==> config.mk <==
export PLATFORM = sky130hd
export DESIGN_NAME = acg_top
export DESIGN_NICKNAME = d
export VERILOG_FILES = /design/src/rtl/acg_pkg.sv /design/src/rtl/acg_gate_eval.sv /design/src/rtl/acg_irq.sv /design/src/rtl/acg_top.sv
export SDC_FILE = /design/constraint.sdc
export NUM_CORES = 1
export LEC_CHECK = 0
export ABC_AREA = 1
export BUFFER_PORTS_ARGS = -buffer_cell sky130_fd_sc_hd__buf_2
export CAP_MARGIN = 20
export CORE_ASPECT_RATIO = 1.75
export CORE_MARGIN = 4
export CORE_UTILIZATION = 35
export DETAILED_ROUTE_END_ITERATION = 6
export GPL_TIMING_DRIVEN = 0
export HOLD_SLACK_MARGIN = 0.1
export PLACE_DENSITY_LB_ADDON = 0.05
export RECOVER_POWER = 25
export SYNTH_ARGS = -nofsm -noshare
export SYNTH_HDL_FRONTEND = slang
export SYNTH_HIERARCHICAL = 1
export SYNTH_SLANG_ARGS = --single-unit
==> constraint.sdc <==
create_clock -name MCLK -period 1.9 [get_ports MCLK]
set_input_delay 0.095 -clock MCLK [delete_from_list [all_inputs] [get_ports MCLK]]
set_output_delay 0.095 -clock MCLK [all_outputs]
set_load 0.01 [all_outputs]
==> src/rtl/acg_pkg.sv <==
// package for the auxiliary control write gating block
// assumes one core clock and a plain register port
package acg_pkg;

  // =====================================================
  // register port geometry and offsets (word index)
  localparam int unsigned DATA_W = 64;
  localparam int unsigned ADDR_W = 4;
  localparam logic [3:0] OFS_AUX_EL1   = 4'h0;
  localparam logic [3:0] OFS_AUX_EL2   = 4'h1;
  localparam logic [3:0] OFS_AUX_EL3   = 4'h2;
  localparam logic [3:0] OFS_FAULT0    = 4'h3;
  localparam logic [3:0] OFS_IRQ_STAT  = 4'h4;
  localparam logic [3:0] OFS_IRQ_MASK  = 4'h5;
  localparam logic [3:0] OFS_TRAP_CNT  = 4'h6;
  localparam logic [3:0] OFS_TRAP_INFO = 4'h7;

  // =====================================================
  // field positions of the el2 and el3 registers
  localparam int unsigned BIT_TRAP_AMU = 30;
  localparam int unsigned NUM_GROUPS   = 8;
  // write enable bit per target group, indexed by group code
  localparam int unsigned GROUP_BIT [NUM_GROUPS] =
    '{12, 11, 10, 7, 6, 5, 1, 0};
  // implemented bits; everything else reads zero
  localparam logic [63:0] AUX_WR_MASK = 64'h0000_0000_4000_1CE3;
  localparam logic [63:0] AUX_RESET   = 64'h0000_0000_0000_0000;

  // =====================================================
  // interrupt status layout
  localparam int unsigned IRQ_W        = 3;
  localparam int unsigned IRQ_TRAP_EL2 = 0;
  localparam int unsigned IRQ_TRAP_EL3 = 1;
  localparam int unsigned IRQ_DENIED   = 2;

  // =====================================================
  // types
  typedef enum logic [1:0] {
    EL0 = 2'h0, EL1 = 2'h1, EL2 = 2'h2, EL3 = 2'h3
  } acg_el_t;

  typedef enum logic [2:0] {
    GRP_PERFMON  = 3'h0, GRP_SCHEME   = 3'h1,
    GRP_THREAD   = 3'h2, GRP_POWER    = 3'h3,
    GRP_LOCKOUT  = 3'h4, GRP_ERR_INJ  = 3'h5,
    GRP_EXT_CTRL = 3'h6, GRP_AUX_CTRL = 3'h7
  } acg_group_t;

  typedef struct packed {
    logic       valid;
    logic       write;
    acg_el_t    el;
    logic       nsec;
    logic       amu;
    acg_group_t group;
  } acg_req_t;

  typedef struct packed {
    logic allow;
    logic trap_el2;
    logic trap_el3;
    logic denied;
  } acg_resp_t;

endpackage : acg_pkg

==> src/rtl/acg_gate_eval.sv <==
// combinational access decision for one lower-level request
// assumes request and control words are stable in the cycle
`timescale 1ns/1ps
module acg_gate_eval (
  input  wire logic [63:0]       aux_el2,
  input  wire logic [63:0]       aux_el3,
  input  wire acg_pkg::acg_req_t req,
  output acg_pkg::acg_resp_t     resp
);

  logic [acg_pkg::NUM_GROUPS-1:0] sec_grant;
  logic [acg_pkg::NUM_GROUPS-1:0] ns_grant;
  logic amu2;
  logic amu3;
  logic lower_sec;
  logic ok;

  // =====================================================
  // per group grants: el3 copy first, el2 copy on top
  // lockout group needs both copies, also for el2 and secure el1
  for (genvar i = 0; i < acg_pkg::NUM_GROUPS; i++) begin : g_grp
    if (i == int'(acg_pkg::GRP_LOCKOUT)) begin : g_both
      assign sec_grant[i] = aux_el3[acg_pkg::GROUP_BIT[i]] &
                            aux_el2[acg_pkg::GROUP_BIT[i]];
    end else begin : g_el3
      assign sec_grant[i] = aux_el3[acg_pkg::GROUP_BIT[i]];
    end
    assign ns_grant[i]  = aux_el3[acg_pkg::GROUP_BIT[i]] &
                          aux_el2[acg_pkg::GROUP_BIT[i]];
  end

  // activity monitor traps, el2 trap wins for el1 and el0
  assign amu2 = req.amu & aux_el2[acg_pkg::BIT_TRAP_AMU] &
                (req.el == acg_pkg::EL0 || req.el == acg_pkg::EL1);
  assign amu3 = req.amu & aux_el3[acg_pkg::BIT_TRAP_AMU] &
                (req.el != acg_pkg::EL3) & ~amu2;

  assign lower_sec = (req.el == acg_pkg::EL2) |
                     (req.el == acg_pkg::EL1 && !req.nsec);

  // decision for writes to a gated group
  always_comb begin
    ok = 1'b0;
    if (req.el == acg_pkg::EL3) begin
      ok = 1'b1;
    end else if (lower_sec) begin
      ok = sec_grant[req.group];
    end else if (req.el == acg_pkg::EL1) begin
      ok = ns_grant[req.group];
    end
  end

  assign resp.denied   = ~req.amu & req.write & ~ok;
  assign resp.allow    = ~(amu2 | amu3) & ~resp.denied;
  assign resp.trap_el2 = amu2 |
                         (resp.denied & sec_grant[req.group]);
  assign resp.trap_el3 = amu3 |
                         (resp.denied & ~sec_grant[req.group]);

endmodule : acg_gate_eval

==> src/rtl/acg_irq.sv <==
// sticky event status, mask and level interrupt
// assumes one-cycle event pulses on the core clock
`timescale 1ns/1ps
module acg_irq #(
  parameter int unsigned N = 3
) (
  input  wire logic         clk,
  input  wire logic         rst,
  input  wire logic [N-1:0] evt,
  input  wire logic         wr_stat,
  input  wire logic         wr_mask,
  input  wire logic [N-1:0] wdata,
  output logic      [N-1:0] stat_reg,
  output logic      [N-1:0] mask_reg,
  output logic              irq_reg
);

  // sticky bits, a new event beats a write-one clear
  always_ff @(posedge clk) begin
    if (rst) begin
      stat_reg <= '0;
    end else begin
      stat_reg <= (stat_reg & ~(wr_stat ? wdata : '0)) | evt;
    end
  end

  // mask register, one enables the bit
  always_ff @(posedge clk) begin
    if (rst) begin
      mask_reg <= '0;
    end else if (wr_mask) begin
      mask_reg <= wdata;
    end
  end

  // level interrupt from a flop
  always_ff @(posedge clk) begin
    if (rst) begin
      irq_reg <= 1'b0;
    end else begin
      irq_reg <= |(stat_reg & mask_reg);
    end
  end

endmodule : acg_irq

==> src/rtl/acg_top.sv <==
// auxiliary control registers and lower-level write gating
// assumes a plain register port and one request per cycle
//
// Operation
// - el1 auxiliary control is 64 reserved bits reading zero
// - el2 bit 30 traps el1 and el0 monitor accesses to el2
// - el3 bit 30 traps el2 monitor accesses to el3, el1 and el0 ones when el2 bit 30 is clear
// - bit 12 gates cluster perfmon writes, el3 then el2 copy
// - bit 11 gates scheme id, partition and qos writes
// - bit 10 gates cluster thread scheme id writes
// - bit 7 gates core and cluster power and l3 counter writes
// - bit 6 gates line lockout control and lockout registers
// - bit 5 gates pseudo fault generation register writes
// - bit 1 gates core and cluster extended control writes
// - bit 0 gates core and cluster auxiliary control writes
// - all trap and enable fields reset to zero
// - auxiliary fault status 0 at el1 is unused, reads zero
`timescale 1ns/1ps
module acg_top #(
  parameter int unsigned CNT_W = 16
) (
  input  wire logic              MCLK,
  input  wire logic              RST,
  // register port
  input  wire logic [3:0]        ADDR,
  input  wire logic [63:0]       WDATA,
  input  wire logic              WR,
  input  wire logic              RD,
  output logic      [63:0]       RDATA,
  // lower-level access check
  input  wire acg_pkg::acg_req_t ACC_REQ,
  output logic                   ACC_DONE,
  output logic                   ACC_ALLOW,
  output logic                   ACC_TRAP_EL2,
  output logic                   ACC_TRAP_EL3,
  // control levels for the core
  output logic                   AMU_TRAP_EL2,
  output logic                   AMU_TRAP_EL3,
  output logic [7:0]             WR_EN_SECURE,
  output logic [7:0]             WR_EN_NONSEC,
  // interrupt
  output logic                   IRQ
);

  // =====================================================
  // elaboration checks
  if (CNT_W < 1 || CNT_W > 32) begin : g_bad_cnt
    $error("trap counter width must be 1 to 32");
  end
  if (acg_pkg::NUM_GROUPS != 8) begin : g_bad_grp
    $error("group count must match the enable port width");
  end

  // =====================================================
  // declarations
  logic [63:0]              aux_el2_reg;
  logic [63:0]              aux_el3_reg;
  logic [63:0]              rdata_reg;
  logic [63:0]              rdata_next;
  logic                     rd_q_reg;
  logic                     done_reg;
  logic                     allow_reg;
  logic                     trap2_reg;
  logic                     trap3_reg;
  logic [CNT_W-1:0]         trap_cnt_reg;
  logic [15:0]              trap_info_reg;
  logic [7:0]               en_sec_reg;
  logic [7:0]               en_ns_reg;
  acg_pkg::acg_resp_t       dec;
  logic                     take;
  logic                     trapped;
  logic                     wr_el2;
  logic                     wr_el3;
  logic                     wr_cnt;
  logic                     wr_stat;
  logic                     wr_mask;
  logic [acg_pkg::IRQ_W-1:0] evt;
  logic [acg_pkg::IRQ_W-1:0] stat;
  logic [acg_pkg::IRQ_W-1:0] mask;
  logic                     irq_q;

  // =====================================================
  // register write decode
  assign wr_el2  = WR && ADDR == acg_pkg::OFS_AUX_EL2;
  assign wr_el3  = WR && ADDR == acg_pkg::OFS_AUX_EL3;
  assign wr_cnt  = WR && ADDR == acg_pkg::OFS_TRAP_CNT;
  assign wr_stat = WR && ADDR == acg_pkg::OFS_IRQ_STAT;
  assign wr_mask = WR && ADDR == acg_pkg::OFS_IRQ_MASK;

  // el2 control word
  always_ff @(posedge MCLK) begin
    if (RST) begin
      aux_el2_reg <= acg_pkg::AUX_RESET;
    end else if (wr_el2) begin
      aux_el2_reg <= WDATA & acg_pkg::AUX_WR_MASK;
    end
  end

  // el3 control word
  always_ff @(posedge MCLK) begin
    if (RST) begin
      aux_el3_reg <= acg_pkg::AUX_RESET;
    end else if (wr_el3) begin
      aux_el3_reg <= WDATA & acg_pkg::AUX_WR_MASK;
    end
  end

  // =====================================================
  // access decision
  acg_gate_eval u_gate (
    .aux_el2 (aux_el2_reg),
    .aux_el3 (aux_el3_reg),
    .req     (ACC_REQ),
    .resp    (dec)
  );

  assign take    = ACC_REQ.valid;
  assign trapped = dec.trap_el2 | dec.trap_el3;

  // registered answer, one cycle after the request
  always_ff @(posedge MCLK) begin
    if (RST) begin
      done_reg  <= 1'b0;
      allow_reg <= 1'b0;
    end else begin
      done_reg  <= take;
      allow_reg <= take & dec.allow;
    end
  end

  // trap targets of the answer
  always_ff @(posedge MCLK) begin
    if (RST) begin
      trap2_reg <= 1'b0;
      trap3_reg <= 1'b0;
    end else begin
      trap2_reg <= take & dec.trap_el2;
      trap3_reg <= take & dec.trap_el3;
    end
  end

  // =====================================================
  // per group enable levels for the target registers
  always_ff @(posedge MCLK) begin
    if (RST) begin
      en_sec_reg <= '0;
      en_ns_reg  <= '0;
    end else begin
      for (int i = 0; i < acg_pkg::NUM_GROUPS; i++) begin
        // each group: el3 bit, plus el2 bit for the lockout group (bit 6) and nonsecure
        en_sec_reg[i] <= aux_el3_reg[acg_pkg::GROUP_BIT[i]] &
                         (aux_el2_reg[acg_pkg::GROUP_BIT[i]] |
                          (i != int'(acg_pkg::GRP_LOCKOUT)));
        en_ns_reg[i]  <= aux_el3_reg[acg_pkg::GROUP_BIT[i]] &
                         aux_el2_reg[acg_pkg::GROUP_BIT[i]];
      end
    end
  end

  // monitor trap levels
  always_ff @(posedge MCLK) begin
    if (RST) begin
      AMU_TRAP_EL2 <= 1'b0;
      AMU_TRAP_EL3 <= 1'b0;
    end else begin
      AMU_TRAP_EL2 <= aux_el2_reg[acg_pkg::BIT_TRAP_AMU];
      AMU_TRAP_EL3 <= aux_el3_reg[acg_pkg::BIT_TRAP_AMU];
    end
  end

  // =====================================================
  // trap statistics
  always_ff @(posedge MCLK) begin
    if (RST) begin
      trap_cnt_reg <= '0;
    end else if (take && trapped) begin
      // a trap in the clear cycle still counts
      if (wr_cnt) begin
        trap_cnt_reg <= CNT_W'(1);
      end else if (~&trap_cnt_reg) begin
        trap_cnt_reg <= trap_cnt_reg + CNT_W'(1);
      end
    end else if (wr_cnt) begin
      trap_cnt_reg <= '0;
    end
  end

  // last trapped request: el, security, write, monitor, group
  always_ff @(posedge MCLK) begin
    if (RST) begin
      trap_info_reg <= '0;
    end else if (take && trapped) begin
      trap_info_reg <= {7'h00, dec.trap_el3, ACC_REQ.el,
                        ACC_REQ.nsec, ACC_REQ.write,
                        ACC_REQ.amu, ACC_REQ.group};
    end
  end

  // =====================================================
  // interrupt events and controller
  assign evt[acg_pkg::IRQ_TRAP_EL2] = take & dec.trap_el2;
  assign evt[acg_pkg::IRQ_TRAP_EL3] = take & dec.trap_el3;
  assign evt[acg_pkg::IRQ_DENIED]   = take & dec.denied;

  acg_irq #(
    .N (acg_pkg::IRQ_W)
  ) u_irq (
    .clk      (MCLK),
    .rst      (RST),
    .evt      (evt),
    .wr_stat  (wr_stat),
    .wr_mask  (wr_mask),
    .wdata    (WDATA[acg_pkg::IRQ_W-1:0]),
    .stat_reg (stat),
    .mask_reg (mask),
    .irq_reg  (irq_q)
  );

  // =====================================================
  // read mux
  always_comb begin
    rdata_next = '0;
    case (ADDR)
      acg_pkg::OFS_AUX_EL1:   rdata_next = '0;
      acg_pkg::OFS_AUX_EL2:   rdata_next = aux_el2_reg;
      acg_pkg::OFS_AUX_EL3:   rdata_next = aux_el3_reg;
      acg_pkg::OFS_FAULT0:    rdata_next = '0;
      acg_pkg::OFS_IRQ_STAT:  rdata_next[acg_pkg::IRQ_W-1:0] = stat;
      acg_pkg::OFS_IRQ_MASK:  rdata_next[acg_pkg::IRQ_W-1:0] = mask;
      acg_pkg::OFS_TRAP_CNT:  rdata_next[CNT_W-1:0] = trap_cnt_reg;
      acg_pkg::OFS_TRAP_INFO: rdata_next[15:0] = trap_info_reg;
      default:                rdata_next = '0;
    endcase
  end

  // read data held for the cycle after the strobe only
  always_ff @(posedge MCLK) begin
    if (RST) begin
      rdata_reg <= '0;
      rd_q_reg  <= 1'b0;
    end else begin
      rdata_reg <= RD ? rdata_next : '0;
      rd_q_reg  <= RD;
    end
  end

  // =====================================================
  // outputs straight from flops
  assign RDATA        = rdata_reg;
  assign ACC_DONE     = done_reg;
  assign ACC_ALLOW    = allow_reg;
  assign ACC_TRAP_EL2 = trap2_reg;
  assign ACC_TRAP_EL3 = trap3_reg;
  assign WR_EN_SECURE = en_sec_reg;
  assign WR_EN_NONSEC = en_ns_reg;
  assign IRQ          = irq_q;

endmodule : acg_top

# == Word-level counts from Yosys, hierarchy flattened ==
# Index checks and enable logic that the tools add are counted.
# Widths: inputs -> output; s select.
# word_totals
register_bits,136
in_bits,81
output_inout_bits,87
elab_cells,97
# op_classes
add_sub_neg,1
n_lt_le_gt_ge,1
eq_ne,11
muxes,15
bitwise_logic,38
n_reduce_logical,15
# op_table
op,n
$mux 16,4
$pmux 13 s4,1
$pmux 15 s2,1
$and 1x1->1,22
$pmux 3 s6,1
$add 16x1->16 const B,1
$eq 4x3->1 const B,4
$reduce_and 16->1,1
$logic_and 1x1->1,7
$not 1->1,7
$and 3x3->3,2
$bmux 1 s3,2
$mux 1,5
$or 1x1->1,5
$eq 2x2->1 const B,2
$eq 4x1->1 const B,1
$eq 4x2->1 const B,1
$lt 3x4->1 const B,1
$ne 2x2->1 const B,2
$mux 3,1
$not 3->3,1
$or 3x3->3,1
$reduce_or 3->1,1
$eq 2x1->1 const B,1
6 further kinds,6

# == Depth between registers and ports, before layout ==
# logic_depth
word_depth,14
depth_mapped,19
mapped_depth_nobuf,18

# == Hierarchy ==
# The synthesis kept the hierarchy.
# modules_own_cells
mod,instances,cells_each,area_each_um2
acg_top,1,482,3634.7
acg_gate_eval,1,66,310.3
acg_irq,1,36,257.7

# == Least setup slack after synthesis ==
# No wires, ideal clock.
# synth_path
path_type,register -> register
startpoint,reg aux_el2_reg[6]
endpoint,reg trap_cnt_reg[3]
setup_ps,71
t_arrival_ps,1683
required_ps,1829
slack_ps,147
path_stages_with_launch,17
n_path_buf,1
cell_sequence,dfxtp_1 nand2_1 nand2_2 nand3_1 nand2_1 nand2_1 nand2_2 nand2_2 nand4_1 nand2_1 nand2_1 nand2_4 inv_1 buf_2 nor3_1 nand2_1 a21oi_1
# synth_lines
element,line_no,source
from (decl),acg_top.sv:56,logic [63:0] aux_el2_reg;
from (signal assigned),acg_top.sv:93,aux_el2_reg <= acg_pkg::AUX_RESET;
from (signal assigned),acg_top.sv:95,aux_el2_reg <= WDATA & acg_pkg::AUX_WR_MASK;
to (signal assigned),acg_top.sv:181,trap_cnt_reg <= trap_cnt_reg + CNT_W'(1);
to (decl),acg_top.sv:65,logic [CNT_W-1:0] trap_cnt_reg;

==> results by stage <==
STA:
- After routing, the total negative slack on setup checks comes to -0.0157 ns.
- The final cycle utilization of the critical path is 1.01.
- Static timing analysis puts the maximum clock frequency at 522 MHz.
- The smallest clock period supported by the final layout is computed as 1.92 ns.
- The count of final hold-check violations is 0.
- The headroom to the max-slew limit is 0.569.
- Setup repair after global routing could not meet its margin everywhere.
- Setup violations remaining at the end of the flow were counted as 2.
- The setup clock skew after layout is 0.00642 ns.
- Setup slack on the critical path of the routed design comes to -0.0150 ns.
- The number of pins with negative max-slew slack in the final report is 0.
- At the pin with the least slew margin, the transition time is 0.646 ns.

Worst setup path:
- For the worst setup path, the data arrival time is about 2.2 ns.
- The maximum fanout along the worst path is 8.
- The sort of element at the start of the critical path is a flop.
- The slowest stage of the critical path is the sky130_fd_sc_hd__dfxtp_1 cell.
- The length in cells of the worst reg-to-reg path is 13.
- The worst register-to-register path ends at trap_cnt_reg[0].
- In this run the critical register-to-register path is launched from aux_el2_reg[1].
- The signal on the critical path passes through nand3_1 -> nand3_1 -> nand2_1 -> nand2_2 -> nand3b_4 -> nand4_1 -> nand2_2 -> nand2_4 -> nand2_4 -> buf_6 -> o21ai_4 -> nand2_1 -> a21oi_1.
- The worst reg-to-reg setup slack is -0.02 ns.
- The critical path's largest stage delay is 0.38 ns.
- The type of the worst setup path is flop to flop.
- STA puts the critical path data required time at 2.17 ns.
- STA classifies the critical path endpoint as a flop.

Global routing:
- The global-route usage over all layers is 0.185.
- After global routing the overflow that remains totals 0.
- The first global-routing pass estimated 20000 um of wire.
- The initial antenna violation count came to 0.
- The via count of the first global-routing pass is 3979.
- Entering global routing, the biggest net connects 17 pins.

Placed design:
- OpenSTA, run right after detailed placement, puts the worst setup slack at -0.466 ns.
- The total cell area at the placement stage is approximately 5000 um^2.
- Buffers placed on the I/O ports in this run total 66.
- Routability-driven placement finished with a final weighted congestion of between 0.8 and 0.9.
- The final HPWL from detailed placement is 10100 um.
- Including well taps, the total number of placed cells is 831.

Die:
- The floorplan has 52 rows.
- The core box area is 11600 um^2.
- The total I/O pin count is 168.
- The floorplan die area is roughly 14000 um^2.
- The horizontal die dimension is 90.8 um.
- In this run the vertical extent of the chip is 153 um.
- The starting utilization of the core area is 0.361.

Logic synthesis:
- In this run, synthesis inferred 0 flip-flops with an integrated enable.
- The combined area of all synthesized cells is 4200 um^2.
- In the synthesized netlist the async set-or-reset flop fraction comes to 0.
- The post-synthesis area per instance is roughly 7.2 um^2.
- The part of the Yosys area used for sequential elements is 0.419.
- The synthesis warning total is 6.
- The instance count of the mapped netlist is 584.
- The predominant post-synthesis flop cell is sky130_fd_sc_hd__dfxtp_1.
- The count of cell types in the netlist is 36.
- The synthesis-stage register bit count is 88.

Drt:
- The final layout contains routed wiring with a total length of around 13000 um.
- The initial DRC count is 176.
- The DRC violations left is 0.
- The first TritonRoute pass finished after 4 iterations.
- The per-cell via count in the routed design is about 4.6.
- After detailed routing, the average wire length per cell comes to 14.9 um.
- The residual antenna-violating net count after detailed routing is 0.
- The final route contains 4023 vias.

Clock tree:
- Clock-pin slew was measured on the worst setup and hold paths at approximately 0.07 ns.
- The number of clock buffers added by TritonCTS is 9.
- The tree is rooted in a sky130_fd_sc_hd__clkbuf_16.
- The insertion delay to the later sink of the worst-skew pair is 0.35 ns.
- The count of clock tree sinks is between 80 and 90.
- The clock tree from TritonCTS is yes.
- CTS built an H-tree with a depth of 3.
- The longest clock path from root to sink contains 2 buffers.

Outcome:
- The flow ran to the end, but the final reports show violations.
- The checks that failed: setup timing.

Job:
- Max-cap violations in this run came to 0.

Worst hold path:
- The number of stages on the worst hold path is 4.
- The worst hold endpoint is u_irq/mask_reg[1].
- In this run the most critical hold path is launched from ADDR[1].
- The tightest min-delay check is of the input pin to flop type.

Power:
- Dividing total power by cell area gives a power density of 751 nW/um^2.
- The static leakage power is 2.48 nW.
- VDD sags by at most 0.492 mV.

Layout:
- The final-stage net count is 821.
- The number of standard cells in the layout, taps in and fillers out is 879.
- The number of filler instances in the final layout is approximately 1200.
- The area growth from synthesis to layout is 32.0%.
- The final standard cell area without fillers is 5550 um^2.
- In the final layout, the share of cells above drive strength 1 is 0.228.
- The register with the most flip-flops in the layout has 17 of them.
- The number of antenna repair diodes is 0.
critical path, delay by kind of cell, from the launching register on:
family / cells / cell delay, ns
AOI/OAI and AO/OA: 2 / 0.42
buffers and inverters: 1 / 0.14
DFF: 1 / 0.38
and+or+nand+nor: 10 / 0.89
layer usage:
metal	global-route usage	vias to the layer above	part of all wire
met3	0.0305	22	0.041
met5	0	-	0
met4	0.0734	0	0.028
met1	0.184	1803	0.36
li1	-	2090	-
met2	0.368	108	0.57
layout make-up:
| class | instances | area [um^2] | share of cell area |
|---|---|---|---|
| Timing Repair Buffer | 98 | 602 | 0.109 |
| Tap cell | 135 | 169 | 0.0305 |
| Sequential cell | 88 | 1770 | 0.319 |
| Inverter | 78 | 300 | 0.0541 |
| Clock buffer | 9 | 225 | 0.0406 |
| Clock inverter | 7 | 78.8 | 0.0142 |
| Buffer | 61 | 435 | 0.0785 |
| Multi-Input combinational cell | 403 | 1970 | 0.354 |
power breakdown:
| group | switching, W | leakage [nW] | internal, W |
|---|---|---|---|
| Combinational | 0.000259 | 1.63 | 0.000189 |
| Sequential | 0.0000178 | 0.715 | 0.00188 |
| Clock | 0.000795 | 0.139 | 0.00103 |
| Total | 0.00107 | 2.48 | 0.00310 |
cells in the mapped netlist, types with 2 or more instances:
cell | instances | area share
sky130_fd_sc_hd__nor3_1 | 16 | 0.019
sky130_fd_sc_hd__inv_2 | 4 | 0.0036
sky130_fd_sc_hd__nand2_1 | 105 | 0.094
sky130_fd_sc_hd__nor2_4 | 4 | 0.011
sky130_fd_sc_hd__nand3_1 | 35 | 0.042
sky130_fd_sc_hd__o22ai_1 | 6 | 0.0089
sky130_fd_sc_hd__nand2_2 | 7 | 0.010
sky130_fd_sc_hd__inv_1 | 73 | 0.065
sky130_fd_sc_hd__o21ai_0 | 43 | 0.051
sky130_fd_sc_hd__buf_4 | 48 | 0.086
sky130_fd_sc_hd__nor2_1 | 69 | 0.062
sky130_fd_sc_hd__buf_6 | 2 | 0.0054
sky130_fd_sc_hd__dfxtp_1 | 88 | 0.42
sky130_fd_sc_hd__buf_2 | 3 | 0.0036
sky130_fd_sc_hd__nand2_4 | 2 | 0.0054
sky130_fd_sc_hd__clkbuf_1 | 7 | 0.0063
sky130_fd_sc_hd__a21oi_1 | 45 | 0.054
sky130_fd_sc_hd__a211oi_1 | 2 | 0.0036
sky130_fd_sc_hd__o21ai_4 | 2 | 0.0077
sky130_fd_sc_hd__nand4_1 | 7 | 0.010
what timing repair did:
item	CTS	global route
hold buffers	20	0
setup buffers	8	4
endpoints found under the setup margin	24	23
resized for setup	18	24
endpoints found under the hold margin	30	0
pin swaps	10	22
stage by stage:
| step | total power, W | hold slack, ns | utilization |
|---|---|---|---|
| floorplan | 0.00220 | 0.164 | - |
| global placement | 0.00231 | 0.349 | 0.419 |
| detailed placement | 0.00231 | 0.340 | 0.419 |
| CTS | 0.00419 | 0.178 | 0.471 |
| global route | 0.00434 | 0.221 | 0.476 |
| finish | 0.00417 | 0.185 | 0.476 |
cells in the final DEF (no fill, tap or decap), types with 20 or more instances in the layout:
cell type / count
sky130_fd_sc_hd__a21oi_1: 43
sky130_fd_sc_hd__inv_1: 72
sky130_fd_sc_hd__buf_2: 42
sky130_fd_sc_hd__dfxtp_1: 81
sky130_fd_sc_hd__o21ai_0: 39
sky130_fd_sc_hd__nand2_1: 94
sky130_fd_sc_hd__dlygate4sd3_1: 20
sky130_fd_sc_hd__nor2_1: 69
sky130_fd_sc_hd__buf_4: 56
sky130_fd_sc_hd__conb_1: 47
sky130_fd_sc_hd__clkbuf_1: 33
sky130_fd_sc_hd__nand3_1: 35
cells by family after synthesis:
family / Yosys count / synth area share
buffers and inverters: 139 / 0.173
AO/OA/AOI/OAI: 103 / 0.134
adder cells (fa/ha/maj): 1 / 0.00298
other: 1 / 0.000892
AND/OR/NAND/NOR: 251 / 0.269
XOR/XNOR: 1 / 0.00208
flip-flops: 88 / 0.419
worst max-delay path by stage:
stage | startpoint | end | slack [ns] | depth (start not counted)
after floorplan | aux_el2_reg[6] | trap_cnt_reg[3] | 0.15 | 16
after global placement | ACC_REQ[0] | trap_cnt_reg[3] | -0.46 | 17
after detailed placement | ACC_REQ[0] | trap_cnt_reg[3] | -0.47 | 18
after CTS | aux_el2_reg[6] | trap_cnt_reg[11] | 0.02 | 15
after global routing | ACC_REQ[3] | trap_cnt_reg[7] | -0.12 | 16
final | aux_el2_reg[1] | trap_cnt_reg[0] | -0.02 | 13
(Power assumes the default switching activity.)
